===== config.mk =====
export PLATFORM = sky130hd
export DESIGN_NAME = tcct_top
export DESIGN_NICKNAME = d
export VERILOG_FILES = /design/src/tcct_pkg.sv /design/src/tcct_edge_detect.sv /design/src/tcct_prescaler.sv /design/src/tcct_top.sv
export VERILOG_INCLUDE_DIRS = /design/src
export SDC_FILE = /design/constraint.sdc
export NUM_CORES = 1
export LEC_CHECK = 0
export ABC_AREA = 1
export BUFFER_PORTS_ARGS = -buffer_cell sky130_fd_sc_hd__buf_2
export CORE_MARGIN = 2
export CORE_UTILIZATION = 25
export DETAILED_ROUTE_END_ITERATION = 10
export HOLD_SLACK_MARGIN = 0.08
export PLACE_DENSITY = 0.5
export REMOVE_ABC_BUFFERS = 1
export SETUP_SLACK_MARGIN = 0.2
export SYNTH_ARGS = -nofsm -noshare
export SYNTH_HDL_FRONTEND = slang
export SYNTH_SLANG_ARGS = --single-unit
export TNS_END_PERCENT = 1

===== constraint.sdc =====
create_clock -name CLK -period 4.7 [get_ports CLK]
set_clock_uncertainty 0.15 [all_clocks]
set_input_delay 0.47 -clock CLK [delete_from_list [all_inputs] [get_ports CLK]]
set_output_delay 0.47 -clock CLK [all_outputs]
set_load 0.05 [all_outputs]

===== src/tcct_params.svh =====
// Register offsets, field positions, reset values of the two-channel capture/compare timer
`ifndef TCCT_PARAMS_SVH
`define TCCT_PARAMS_SVH
`define TCCT_ADDR_SC 8'h00
`define TCCT_ADDR_CNT 8'h04
`define TCCT_ADDR_MOD 8'h08
`define TCCT_ADDR_CH0_SC 8'h0C
`define TCCT_ADDR_CH0_VAL 8'h10
`define TCCT_ADDR_CH1_SC 8'h14
`define TCCT_ADDR_CH1_VAL 8'h18
`define TCCT_ADDR_GPIO 8'h1C
`define TCCT_SC_OVF 7
`define TCCT_SC_OIE 6
`define TCCT_SC_STOP 5
`define TCCT_SC_TRST 4
`define TCCT_SC_PS_HI 2
`define TCCT_CH_FLAG 7
`define TCCT_CH_IE 6
`define TCCT_CH_MSB 5
`define TCCT_CH_MSA 4
`define TCCT_CH_ELSB 3
`define TCCT_CH_ELSA 2
`define TCCT_CH_TOV 1
`define TCCT_PS_EXT 3'h7
`define TCCT_RST_MOD 16'hFFFF
`define TCCT_RST_STOP 1'h1
`endif


===== src/tcct_pkg.sv =====
// Types shared by the capture/compare timer modules
`default_nettype none
package tcct_pkg;
  typedef enum logic [2:0] {TCCT_OFF = 3'h1, TCCT_IC = 3'h2, TCCT_OC = 3'h4} tcct_mode_type;
  typedef struct packed {
    logic [5:0] pre;
    logic ext_prev;
  } tcct_pre_state_type;
  typedef struct packed {
    logic prev;
  } tcct_edge_state_type;
  typedef struct packed {
    logic [15:0] cnt;
    logic [15:0] mod;
    logic [1:0][15:0] val;
    logic [1:0][7:0] sc;
    logic ovf_f;
    logic ovf_ie;
    logic stop;
    logic [2:0] ps;
    logic [1:0] pin;
    logic [1:0] gp_dat;
    logic [1:0] gp_dir;
    logic act;
    logic last_wr;
    logic ready;
    logic slverr;
    logic [31:0] rdata;
    logic [1:0] po;
    logic [1:0] poe;
    logic irq_ovf;
    logic [1:0] irq;
  } tcct_state_type;
endpackage
`default_nettype wire


===== src/tcct_edge_detect.sv =====
// Input capture edge detector for one channel pin
`timescale 1ns/10ps
`default_nettype none
module tcct_edge_detect (
  input wire logic clk,
  input wire logic rst,
  input wire logic ce,
  input wire logic pin,
  input wire logic [1:0] sel,
  output logic event_o
);
  tcct_pkg::tcct_edge_state_type st_r;
  tcct_pkg::tcct_edge_state_type st_nxt;

  // edge select, bit 0 rising, bit 1 falling
  always_comb begin
    st_nxt.prev = pin;
    event_o = (sel[0] && pin && !st_r.prev) || (sel[1] && !pin && st_r.prev);
  end

  // State register
  always_ff @(posedge clk or posedge rst) begin
    if (rst) begin
      st_r <= '0;
    end else if (ce) begin
      st_r <= st_nxt;
    end
  end
endmodule
`default_nettype wire


===== src/tcct_prescaler.sv =====
// Counter clock prescaler with external clock option
`timescale 1ns/10ps
`default_nettype none
`include "tcct_params.svh"
module tcct_prescaler (
  input wire logic clk,
  input wire logic rst,
  input wire logic ce,
  input wire logic clr,
  input wire logic hold,
  input wire logic [2:0] sel,
  input wire logic ext_clk,
  output logic tick
);
  tcct_pkg::tcct_pre_state_type st_r;
  tcct_pkg::tcct_pre_state_type st_nxt;
  logic [5:0] mask;

  always_comb begin
    mask = ~(6'h3F << sel);
    st_nxt = st_r;
    st_nxt.ext_prev = ext_clk;
    if (sel == `TCCT_PS_EXT) begin
      tick = !hold && ext_clk && !st_r.ext_prev;
    end else begin
      tick = !hold && ((st_r.pre & mask) == mask);
    end
    if (clr) begin
      st_nxt.pre = 6'h00;
    end else if (!hold) begin
      st_nxt.pre = st_r.pre + 6'h01;
    end
  end

  // State register
  always_ff @(posedge clk or posedge rst) begin
    if (rst) begin
      st_r <= '0;
    end else if (ce) begin
      st_r <= st_nxt;
    end
  end
endmodule
`default_nettype wire


===== src/tcct_top.sv =====
// Two-channel capture/compare timer with APB register access
//
// Chosen here: the register offsets and the APB slave port.
`timescale 1ns/10ps
`default_nettype none
`include "tcct_params.svh"
module tcct_top (
  input wire logic CLK,
  input wire logic RST,
  input wire logic CE,
  input wire logic PSEL,
  input wire logic PENABLE,
  input wire logic PWRITE,
  input wire logic [7:0] PADDR,
  input wire logic [31:0] PWDATA,
  output logic [31:0] PRDATA,
  output logic PREADY,
  output logic PSLVERR,
  input wire logic CH0_PIN_I,
  output logic CH0_PIN_O,
  output logic CH0_PIN_OE,
  input wire logic CH1_PIN_I,
  output logic CH1_PIN_O,
  output logic CH1_PIN_OE,
  input wire logic EXT_CLK_I,
  output logic IRQ_OVF,
  output logic IRQ_CH0,
  output logic IRQ_CH1
);
  tcct_pkg::tcct_state_type st_r;
  tcct_pkg::tcct_state_type st_nxt;
  tcct_pkg::tcct_mode_type mode [2];
  logic acc;
  logic wr;
  logic rst_wr;
  logic tick;
  logic cnt_en;
  logic ovf_ev;
  logic link;
  logic [15:0] cnt_nx;
  logic [15:0] cmpv [2];
  logic [1:0] pin_i;
  logic [1:0] cap_ev;
  logic [1:0] match;
  logic [31:0] rd;
  logic mapped;

  // Channel operating mode from its status/control byte
  function automatic tcct_pkg::tcct_mode_type chan_mode(input logic [7:0] sc, input logic ch0, input logic lnk);
    tcct_pkg::tcct_mode_type m;
    m = tcct_pkg::TCCT_OFF;
    if (!ch0 && lnk) begin
      m = tcct_pkg::TCCT_OFF;
    end else if (ch0 && sc[`TCCT_CH_MSB]) begin
      m = tcct_pkg::TCCT_OC;
    end else if (sc[`TCCT_CH_MSA]) begin
      m = tcct_pkg::TCCT_OC;
    end else if (sc[`TCCT_CH_ELSB] || sc[`TCCT_CH_ELSA]) begin
      m = tcct_pkg::TCCT_IC;
    end
    return m;
  endfunction

  assign pin_i = {CH1_PIN_I, CH0_PIN_I};

  ////////////////////////////////////////////////////////////////////////////////
  // prescaled counter clock
  tcct_prescaler u_pre (
    .clk(CLK),
    .rst(RST),
    .ce(CE),
    .clr(rst_wr),
    .hold(st_r.stop),
    .sel(st_r.ps),
    .ext_clk(EXT_CLK_I),
    .tick(tick)
  );

  tcct_edge_detect u_edge0 (
    .clk(CLK),
    .rst(RST),
    .ce(CE),
    .pin(CH0_PIN_I),
    .sel(st_r.sc[0][`TCCT_CH_ELSB:`TCCT_CH_ELSA]),
    .event_o(cap_ev[0])
  );
  tcct_edge_detect u_edge1 (
    .clk(CLK),
    .rst(RST),
    .ce(CE),
    .pin(CH1_PIN_I),
    .sel(st_r.sc[1][`TCCT_CH_ELSB:`TCCT_CH_ELSA]),
    .event_o(cap_ev[1])
  );

  ////////////////////////////////////////////////////////////////////////////////
  // Next-state logic: bus access, counter, channels, pins
  always_comb begin
    st_nxt = st_r;
    acc = PSEL && PENABLE && st_r.ready;
    wr = acc && PWRITE;
    rst_wr = wr && (PADDR == `TCCT_ADDR_SC) && PWDATA[`TCCT_SC_TRST];
    link = st_r.sc[0][`TCCT_CH_MSB];
    cnt_en = tick && !rst_wr;
    ovf_ev = cnt_en && (st_r.cnt == st_r.mod);
    cnt_nx = ovf_ev ? 16'h0000 : st_r.cnt + 16'h0001;
    rd = 32'h0000_0000;
    mapped = 1'b1;
    case (PADDR)
      `TCCT_ADDR_SC: rd = {24'h00_0000, st_r.ovf_f, st_r.ovf_ie, st_r.stop, 2'h0, st_r.ps};
      `TCCT_ADDR_CNT: rd = {16'h0000, st_r.cnt};
      `TCCT_ADDR_MOD: rd = {16'h0000, st_r.mod};
      `TCCT_ADDR_CH0_SC: rd = {23'h00_0000, st_r.act, st_r.sc[0]};
      `TCCT_ADDR_CH0_VAL: rd = {16'h0000, st_r.val[0]};
      `TCCT_ADDR_CH1_SC: rd = {24'h00_0000, st_r.sc[1]};
      `TCCT_ADDR_CH1_VAL: rd = {16'h0000, st_r.val[1]};
      `TCCT_ADDR_GPIO: rd = {25'h000_0000, EXT_CLK_I, pin_i, st_r.gp_dir, st_r.gp_dat};
      default: mapped = 1'b0;
    endcase
    // APB answer one cycle into the access phase
    if (PSEL && PENABLE && !st_r.ready) begin
      st_nxt.ready = 1'b1;
      st_nxt.rdata = PWRITE ? st_r.rdata : rd;
      st_nxt.slverr = !mapped;
    end else begin
      st_nxt.ready = 1'b0;
      st_nxt.slverr = 1'b0;
    end
    // Register writes; writing 0 to a flag clears it
    if (wr) begin
      case (PADDR)
        `TCCT_ADDR_SC: begin
          st_nxt.ovf_ie = PWDATA[`TCCT_SC_OIE];
          st_nxt.stop = PWDATA[`TCCT_SC_STOP];
          st_nxt.ps = PWDATA[`TCCT_SC_PS_HI:0];
          if (!PWDATA[`TCCT_SC_OVF]) begin
            st_nxt.ovf_f = 1'b0;
          end
        end
        `TCCT_ADDR_MOD: st_nxt.mod = PWDATA[15:0];
        `TCCT_ADDR_CH0_SC, `TCCT_ADDR_CH1_SC: begin
          st_nxt.sc[PADDR == `TCCT_ADDR_CH1_SC][`TCCT_CH_IE:`TCCT_CH_TOV] = PWDATA[`TCCT_CH_IE:`TCCT_CH_TOV];
          if (!PWDATA[`TCCT_CH_FLAG]) begin
            st_nxt.sc[PADDR == `TCCT_ADDR_CH1_SC][`TCCT_CH_FLAG] = 1'b0;
          end
        end
        // new compare value applies at once unless written to the inactive set of a linked pair, which waits for overflow
        `TCCT_ADDR_CH0_VAL, `TCCT_ADDR_CH1_VAL: begin
          st_nxt.val[PADDR[3]] = PWDATA[15:0];
          st_nxt.last_wr = PADDR[3];
        end
        `TCCT_ADDR_GPIO: begin
          st_nxt.gp_dat = PWDATA[1:0];
          st_nxt.gp_dir = PWDATA[3:2];
        end
        default: st_nxt.gp_dat = st_r.gp_dat;
      endcase
    end
    if (rst_wr) begin
      st_nxt.cnt = 16'h0000;
    end else if (cnt_en) begin
      st_nxt.cnt = cnt_nx;
    end
    if (ovf_ev) begin
      st_nxt.ovf_f = 1'b1;
    end
    if (!link) begin
      st_nxt.act = 1'b0;
    end else if (ovf_ev) begin
      st_nxt.act = st_r.last_wr;
    end
    for (int i = 0; i < 2; i++) begin
      mode[i] = chan_mode(st_r.sc[i], i == 0, link);
      // linked pair compares the active set
      cmpv[i] = (i == 0 && link && st_r.act) ? st_r.val[1] : st_r.val[i];
      match[i] = (mode[i] == tcct_pkg::TCCT_OC) && cnt_en && (cnt_nx == cmpv[i]);
      case (mode[i])
        tcct_pkg::TCCT_IC: begin
          if (cap_ev[i]) begin
            // capture wins over a bus write
            st_nxt.val[i] = st_r.cnt;
            st_nxt.sc[i][`TCCT_CH_FLAG] = 1'b1;
          end
        end
        tcct_pkg::TCCT_OC: begin
          if (ovf_ev && st_r.sc[i][`TCCT_CH_TOV]) begin
            st_nxt.pin[i] = !st_r.pin[i];
          end
          if (match[i]) begin
            st_nxt.sc[i][`TCCT_CH_FLAG] = 1'b1;
            case (st_r.sc[i][`TCCT_CH_ELSB:`TCCT_CH_ELSA])
              2'h1: st_nxt.pin[i] = !st_nxt.pin[i];
              2'h2: st_nxt.pin[i] = 1'b0;
              2'h3: st_nxt.pin[i] = 1'b1;
              default: st_nxt.pin[i] = st_nxt.pin[i];
            endcase
          end
        end
        default: st_nxt.pin[i] = st_r.pin[i];
      endcase
    end
    for (int i = 0; i < 2; i++) begin
      case (chan_mode(st_nxt.sc[i], i == 0, st_nxt.sc[0][`TCCT_CH_MSB]))
        tcct_pkg::TCCT_OC: begin
          st_nxt.po[i] = (st_nxt.sc[i][`TCCT_CH_ELSB:`TCCT_CH_ELSA] != 2'h0) ? st_nxt.pin[i] : st_nxt.gp_dat[i];
          st_nxt.poe[i] = (st_nxt.sc[i][`TCCT_CH_ELSB:`TCCT_CH_ELSA] != 2'h0) || st_nxt.gp_dir[i];
        end
        tcct_pkg::TCCT_IC: begin
          st_nxt.po[i] = st_nxt.gp_dat[i];
          st_nxt.poe[i] = 1'b0;
        end
        default: begin
          // linked channel 1 or idle pin is GPIO
          st_nxt.po[i] = st_nxt.gp_dat[i];
          st_nxt.poe[i] = st_nxt.gp_dir[i];
        end
      endcase
      st_nxt.irq[i] = st_nxt.sc[i][`TCCT_CH_FLAG] && st_nxt.sc[i][`TCCT_CH_IE];
    end
    // channel 1 request silent while linked
    if (st_nxt.sc[0][`TCCT_CH_MSB]) begin
      st_nxt.irq[1] = 1'b0;
    end
    st_nxt.irq_ovf = st_nxt.ovf_f && st_nxt.ovf_ie;
  end

  ////////////////////////////////////////////////////////////////////////////////
  // State register, frozen while CE is low
  always_ff @(posedge CLK or posedge RST) begin
    if (RST) begin
      st_r <= '0;
      st_r.mod <= `TCCT_RST_MOD;
      st_r.stop <= `TCCT_RST_STOP;
    end else if (CE) begin
      st_r <= st_nxt;
    end
  end

  // Outputs straight from the state register
  assign PRDATA = st_r.rdata;
  assign PREADY = st_r.ready;
  assign PSLVERR = st_r.slverr;
  assign CH0_PIN_O = st_r.po[0];
  assign CH0_PIN_OE = st_r.poe[0];
  assign CH1_PIN_O = st_r.po[1];
  assign CH1_PIN_OE = st_r.poe[1];
  assign IRQ_OVF = st_r.irq_ovf;
  assign IRQ_CH0 = st_r.irq[0];
  assign IRQ_CH1 = st_r.irq[1];
endmodule
`default_nettype wire

# Word-level counts from Yosys, hierarchy flattened
# Cells that the tools add are included.
# word_totals
register_bits,144
in_bits,49
out_inout_bits,41
elab_cells,204
# classes
addsub,2
n_lt_le_gt_ge,4
n_eq_ne,28
shifts,1
muxes,69
bitwise,5
n_reduce_logical,67
# ops
cell,n
2-to-1 mux 16 bit,11
one-hot mux 16 bit (8 select lines),1
2-to-1 mux 54 bit,1
equality test 16 bit,3
bitwise mux 32 bit,1
"equality test 8 x 5 -> 1 bit, second input constant",4
2-to-1 mux 32 bit,1
logical AND 1 bit,31
2-to-1 mux 3 bit,8
2-to-1 mux 1 bit,23
2-to-1 mux 6 bit,3
"adder 16 x 1 -> 16 bit, second input constant",1
bitwise AND 16 bit,1
bitwise mux 16 bit,1
demux 16 bit (select 1 bit),1
demux 8 bit (select 1 bit),2
"equality test 8 x 4 -> 1 bit, second input constant",2
NOT 16 bit,1
"equality test 3 bit, second input constant",5
AND reduction 3 bit,5
2-to-1 mux 2 bit,7
zero test 1 bit,13
"equality test 3 x 2 -> 1 bit, second input constant",4
"equality test 2 bit, second input constant",4
other kinds (22),42

# Logic depth before layout (Yosys ltp)
# depth
word_depth,17
depth_mapped,23
ltp_nobuf,21

# Cells and area by module
# Synthesis repeated with hierarchy kept, for this count alone.
# hier_totals
cells_unflattened,1187
hier_area_um2,8135.3
# modules_own_cells
module,n_inst,cells_each,area_each_um2,seq_area_each_um2
tcct_top,1,1103,7551.0,2949.1
tcct_prescaler,1,66,459.2,175.2
tcct_edge_detect,2,9,62.6,25.0

# Worst setup path after synthesis
# No wires, ideal clock.
# synth_path
path_type,reg2reg
from,"register st_r, in the netlist PREADY"
to,"register st_r, in the netlist CH1_PIN_O"
setup_time_ps,65
arrival_ps,2410
required_ps,4485
path_slack_ps,2075
stages_incl_launch_ff,19
n_path_buf,2
period_less_slack_ps,2625
cell_sequence,dfrtp_1 inv_1 nor3_4 nand2_4 nor2_4 a21oi_2 nand2_2 buf_6 buf_8 nand3_2 a21oi_1 nand3_1 nor2_1 nand2_1 nand2_1 nand3_1 nand2_1 nand3_1 nand2_1
# synth_between
elab_chain_cells,16
word_cells_on_any_way,28
cone_classes,2 x eq/ne; 13 x mux; 13 x reduce/logical
# synth_lines
item,line_no,rtl
"start, declared",tcct_top.sv:30,tcct_pkg::tcct_state_type st_r;
"start signal, assigned",tcct_top.sv:235,st_r <= st_nxt;
logical AND 1 bit (*),tcct_top.sv:100,acc = PSEL && PENABLE && st_r.ready;
logical AND 1 bit (*),tcct_top.sv:101,wr = acc && PWRITE;
logical AND 1 bit (2 in a row),tcct_top.sv:102,rst_wr = wr && (PADDR == `TCCT_ADDR_SC) && PWDATA[`TCCT_SC_TRST];
zero test 1 bit,tcct_top.sv:104,cnt_en = tick && !rst_wr;
logical AND 1 bit,tcct_top.sv:104,
logical AND 1 bit,tcct_top.sv:105,ovf_ev = cnt_en && (st_r.cnt == st_r.mod);
logical AND 1 bit,tcct_top.sv:186,if (ovf_ev && st_r.sc[i][`TCCT_CH_TOV]) begin
2-to-1 mux 1 bit,tcct_top.sv:186,
2-to-1 mux 1 bit,tcct_top.sv:177,case (mode[i])
zero test 1 bit,tcct_top.sv:192,2'h1: st_nxt.pin[i] = !st_nxt.pin[i];
one-hot mux 1 bit (3 select lines),tcct_top.sv:191,case (st_r.sc[i][`TCCT_CH_ELSB:`TCCT_CH_ELSA])
2-to-1 mux 1 bit,tcct_top.sv:189,if (match[i]) begin
2-to-1 mux 1 bit,tcct_top.sv:177,
2-to-1 mux 1 bit,tcct_top.sv:205,st_nxt.po[i] = (st_nxt.sc[i][`TCCT_CH_ELSB:`TCCT_CH_ELSA] != 2'h0) ? st_nxt.pin[i] : st_nxt.gp_dat[i];
2-to-1 mux 1 bit (*),tcct_top.sv:203,"case (chan_mode(st_nxt.sc[i], i == 0, st_nxt.sc[0][`TCCT_CH_MSB]))"
# Every way passes the cells marked *; elsewhere a longest branch is shown, timed or not. The select of a mux whose other input is x is not followed.
# A chain may end at the register's enable or synchronous reset.

# Worst setup path in the final report
# layout_path
from,register st_r[49] (netlist name)
to,"register st_r, in the netlist CH0_PIN_O"
# layout_between
elab_chain_cells,17
word_cells_on_any_way,22
cone_classes,3 x eq/ne; 1 x shift; 9 x mux; 2 x bitwise; 7 x reduce/logical
# layout_lines
item,line_no,rtl
<< shifter 6 x 3 -> 6 bit,tcct_prescaler.sv:20,mask = ~(6'h3F << sel);
NOT 6 bit,tcct_prescaler.sv:20,
bitwise AND 6 bit,tcct_prescaler.sv:26,tick = !hold && ((st_r.pre & mask) == mask);
equality test 6 bit,tcct_prescaler.sv:26,
logical AND 1 bit,tcct_prescaler.sv:26,
2-to-1 mux 1 bit (*),tcct_prescaler.sv:23,if (sel == `TCCT_PS_EXT) begin
logical AND 1 bit (*),tcct_top.sv:104,
logical AND 1 bit,tcct_top.sv:105,
logical AND 1 bit,tcct_top.sv:186,
2-to-1 mux 1 bit,tcct_top.sv:186,
2-to-1 mux 1 bit,tcct_top.sv:177,
zero test 1 bit,tcct_top.sv:192,
one-hot mux 1 bit (3 select lines),tcct_top.sv:191,
2-to-1 mux 1 bit (*),tcct_top.sv:189,
2-to-1 mux 1 bit (*),tcct_top.sv:177,
2-to-1 mux 1 bit (*),tcct_top.sv:205,
2-to-1 mux 1 bit (*),tcct_top.sv:203,
# Marked as above.

==> flow_metrics.py <==
metrics = {
    "yosys": {
        "yosys_most_used_dff": "dfrtp_1",
        "synth-edff-count": 0,
        "ys_ff_latch": 126,
        "synth_top_area_cell": "dfrtp_1",
        "synth_area_leaders": "dfrtp_1 (34%), nand2_1 (13%), o21ai_0 (10%)",
        "synth-seq-area-share": 0.3928,
        "async_reset_ff_frac": 1.000,
        "syn_inst": 1135,
        "netlist_area_um2": 8082,
        "synth_area_per_cell_um2": 7.120,
        "synth_top_area_frac": 0.3375,
        "synth_warnings": 0,
        "synth.distinct_cells": 45,
    },
    "critical_path": {
        "cpLargestDelayFamily": "simple AND/OR/NAND/NOR gates",
        "crit_slowest_cell": "dfrtp_1",
        "r2r.worst_path.cells": 17,
        "crit_chain": "nand3_1 -> inv_1 -> nand4_1 -> a21oi_2 -> nand2_2 -> buf_4 -> nand2_1 -> o21ai_0 -> nor2_1 -> nand2_1 -> nor2_1 -> nand3_1 -> nand2_1 -> nand3_1 -> nand3_1 -> nand2_1 -> nand2_1",
        "crit_buf_inv": 2,
        "worstSetupPathDepth": 17,
        "crit_type": "reg2reg",
        "required_ps": 4920,
        "arrival_ps": 3590,
        "start_kind": "flip-flop",
        "max_stage_delay_ps": 500,
        "crit_path_max_fanout": 15,
        "cp-end-kind": "flip-flop",
        "cp_common_cell": "nand2_1",
    },
    "global_route": {
        "gr-total-overflow": 0,
        "antenna_found_initial": 0,
        "grt_max_degree": 99,
        "grt_first_pass_wirelength_um": 43680,
        "grt_pass1_vias": 7446,
        "track_usage": 0.1681,
    },
    "sta": {
        "grt_setup_unrepaired": "false",
        "final-setup-viol-count": 0,
        "final_max_slew_viol_count": 0,
        "fmax_mhz": 296.6,
        "period_minus_slack_ps": 3372,
        "tns_ps": 0,
        "timing_hold_violations_final": 0,
        "relSlewSlack": 0.1614,
        "timing.final.crit_share": 0.7174,
        "tightestPinTransition_ps": 1255,
    },
    "cts": {
        "cts.path.max_buffers": 2,
        "cts_tree": "built",
        "cts.clk_slew.worst_paths_ps": 60,
        "cts.sinks": 126,
        "cts-buffers-inserted": 17,
        "clockRootBuffer": "clkbuf_16",
        "post-cts-setup-buffers": 0,
        "clock_latency_ps": 430,
        "ctsHoldBuffers": 0,
        "cts_resized": 0,
        "htree_levels": 4,
    },
    "min_path": {
        "hp-class": "in2async",
    },
    "finish": {
        "fillCellCount": 3495,
        "synthToLayoutAreaGrowth_pct": 14.04,
        "final_core_util": 0.2906,
        "regArea_um2": 3174,
        "nNetsFinal": 1216,
        "drive_above_1_share": 0.1392,
        "num_antenna_cells": 0,
        "multiInputGateArea_um2": 3910,
    },
    "pwr": {
        "cellLeakagePower_nw": 4.351,
        "p_int_mw": 2.472,
        "swShare": 0.3841,
        "power_mw": 4.014,
        "powerDensity_nw_per_um2": 435.6,
        "clockPowerShare": 0.349,
        "switchingPower_mw": 1.542,
        "combPwrFrac": 0.298,
        "vdd_drop_max_mv": 0.2132,
        "p_seq_frac": 0.353,
    },
    "placement": {
        "place.gp.congestion": 0.8560,
        "hpwl_um": 19630,
        "io_buffer_count": 57,
    },
    "floorplanning": {
        "die_area_um2": 33780,
        "die_w_um": 183.8,
        "core_um2": 31720,
        "die_h_um": 183.8,
        "initial_core_util": 0.2548,
        "row_count": 65,
        "ios": 90,
    },
    "outcome": {
        "status": "finished, final reports clean",
    },
    "route": {
        "routed_wirelength_um": 27570,
        "drcViolationCount": 0,
        "drtPass1Iterations": 5,
        "num_vias": 7768,
        "drtIter0Drc": 779,
        "via_per_inst": 4.916,
        "routedWlPerCell_um": 17.45,
        "ant_nets": 0,
    },
    "job": {
        "cap_violations": 0,
    },
}
==> synthesized netlist by cell type (2+ instances only) <==
cell and instances:
clkinv_1 2, o22ai_1 66, o21ai_0 165, nand2_2 6, xor2_1 16, nor2_1 62, a31oi_1 3, nor3_1 11
nor4_1 5, a211oi_1 3, nor2_4 3, a221oi_1 6, o21ai_1 7, nor2_2 7, nor3_4 2, o31ai_1 3
inv_2 11, nand2_1 270, dfrtp_1 109, a21o_1 2, buf_4 36, dfstp_2 17, o2111ai_1 4, nand3_1 45
buf_2 5, clkbuf_1 36, ha_1 2, nand3_2 7, inv_1 146, xnor2_1 11, a22o_1 3, a21oi_1 44
nand4_1 8
==> kinds of logic (layout without fill, tap and decap cells) <==
logic type | Yosys count | count (layout) | share of synthesized area
compound gates | 311 | 311 | 0.2141
xor+xnor | 27 | 27 | 0.02926
fa+ha+maj | 2 | 2 | 0.003096
buf+inv | 238 | 266 | 0.1304
flops | 126 | 126 | 0.3928
other cells | 1 | 16 | 0.0004640
simple gates | 430 | 430 | 0.2299
==> path summary, 6_finish.rpt <==
check,start,to,slack [ps]
max,st_r[49],CH0_PIN_O,1330
min,RST,u_pre.st_r[4],100
max reg2reg,st_r[49],CH0_PIN_O,1330
min reg2reg,PRDATA[5],PRDATA[5],320
max in group asynchronous,RST,st_r[110],3200
min in group CLK,PWDATA[10],st_r[113],150
==> power groups by stage <==
stage,combinational [mW],sequential (mW),clock [mW]
2_1_floorplan,0.850,1.41,0
3_3_place_gp,1.19,1.43,0
3_5_place_dp,1.19,1.43,0
4_1_cts,1.20,1.41,1.42
5_1_grt,1.36,1.44,1.46
6_report,1.20,1.42,1.40
==> sequential cells by signal (all words and copies together), names as in the netlist, 7 cells and up <==
name        cells
PRDATA         16
u_pre.st_r      7
cmpv           16
st_r           75
==> cells in the final DEF, fill, tap and decap left out, types with 17 or more instances in the layout <==
cell,n
o21ai_0,165
dfstp_2,17
buf_2,57
inv_1,145
buf_4,18
dfrtp_1,109
nand3_1,45
a21oi_1,44
nand2_1,270
nor2_1,62
o22ai_1,66
clkbuf_16,17
==> stage by stage <==
stage / setup slack [ps] / instance area, µm² / hold slack, ps / instances
2_1_floorplan: 752.2 / 7681 / 300.9 / 1071
3_3_place_gp: 1153 / 8610 / 310.4 / 1548
3_5_place_dp: 1152 / 8610 / 313.5 / 1548
4_1_cts: 1369 / 9216 / 142.7 / 1580
5_1_grt: 1061 / 9216 / 178.1 / 1580
6_report: 1328 / 9216 / 102.7 / 1580
==> routing by layer <==
| layer | global-route usage | up-vias | part of all wire | routed length [µm] |
|---|---|---|---|---|
| li1 | - | 3759 | - | - |
| met1 | 0.2402 | 3714 | 0.48 | 13160 |
| met2 | 0.2614 | 266 | 0.45 | 12430 |
| met3 | 0.02853 | 29 | 0.054 | 1478 |
| met4 | 0.04544 | 0 | 0.018 | 507 |
| met5 | 0 | - | 0 | 0 |
==> area by class of cell <==
class | instances | area share
clock buffer | 18 | 0.04765
clock inverter | 14 | 0.01819
inverter | 159 | 0.06530
multi-input combinational | 786 | 0.4242
sequential | 126 | 0.3444
tap | 402 | 0.05458
timing repair buffer | 75 | 0.04561
Power figures use the tool's default switching activity.
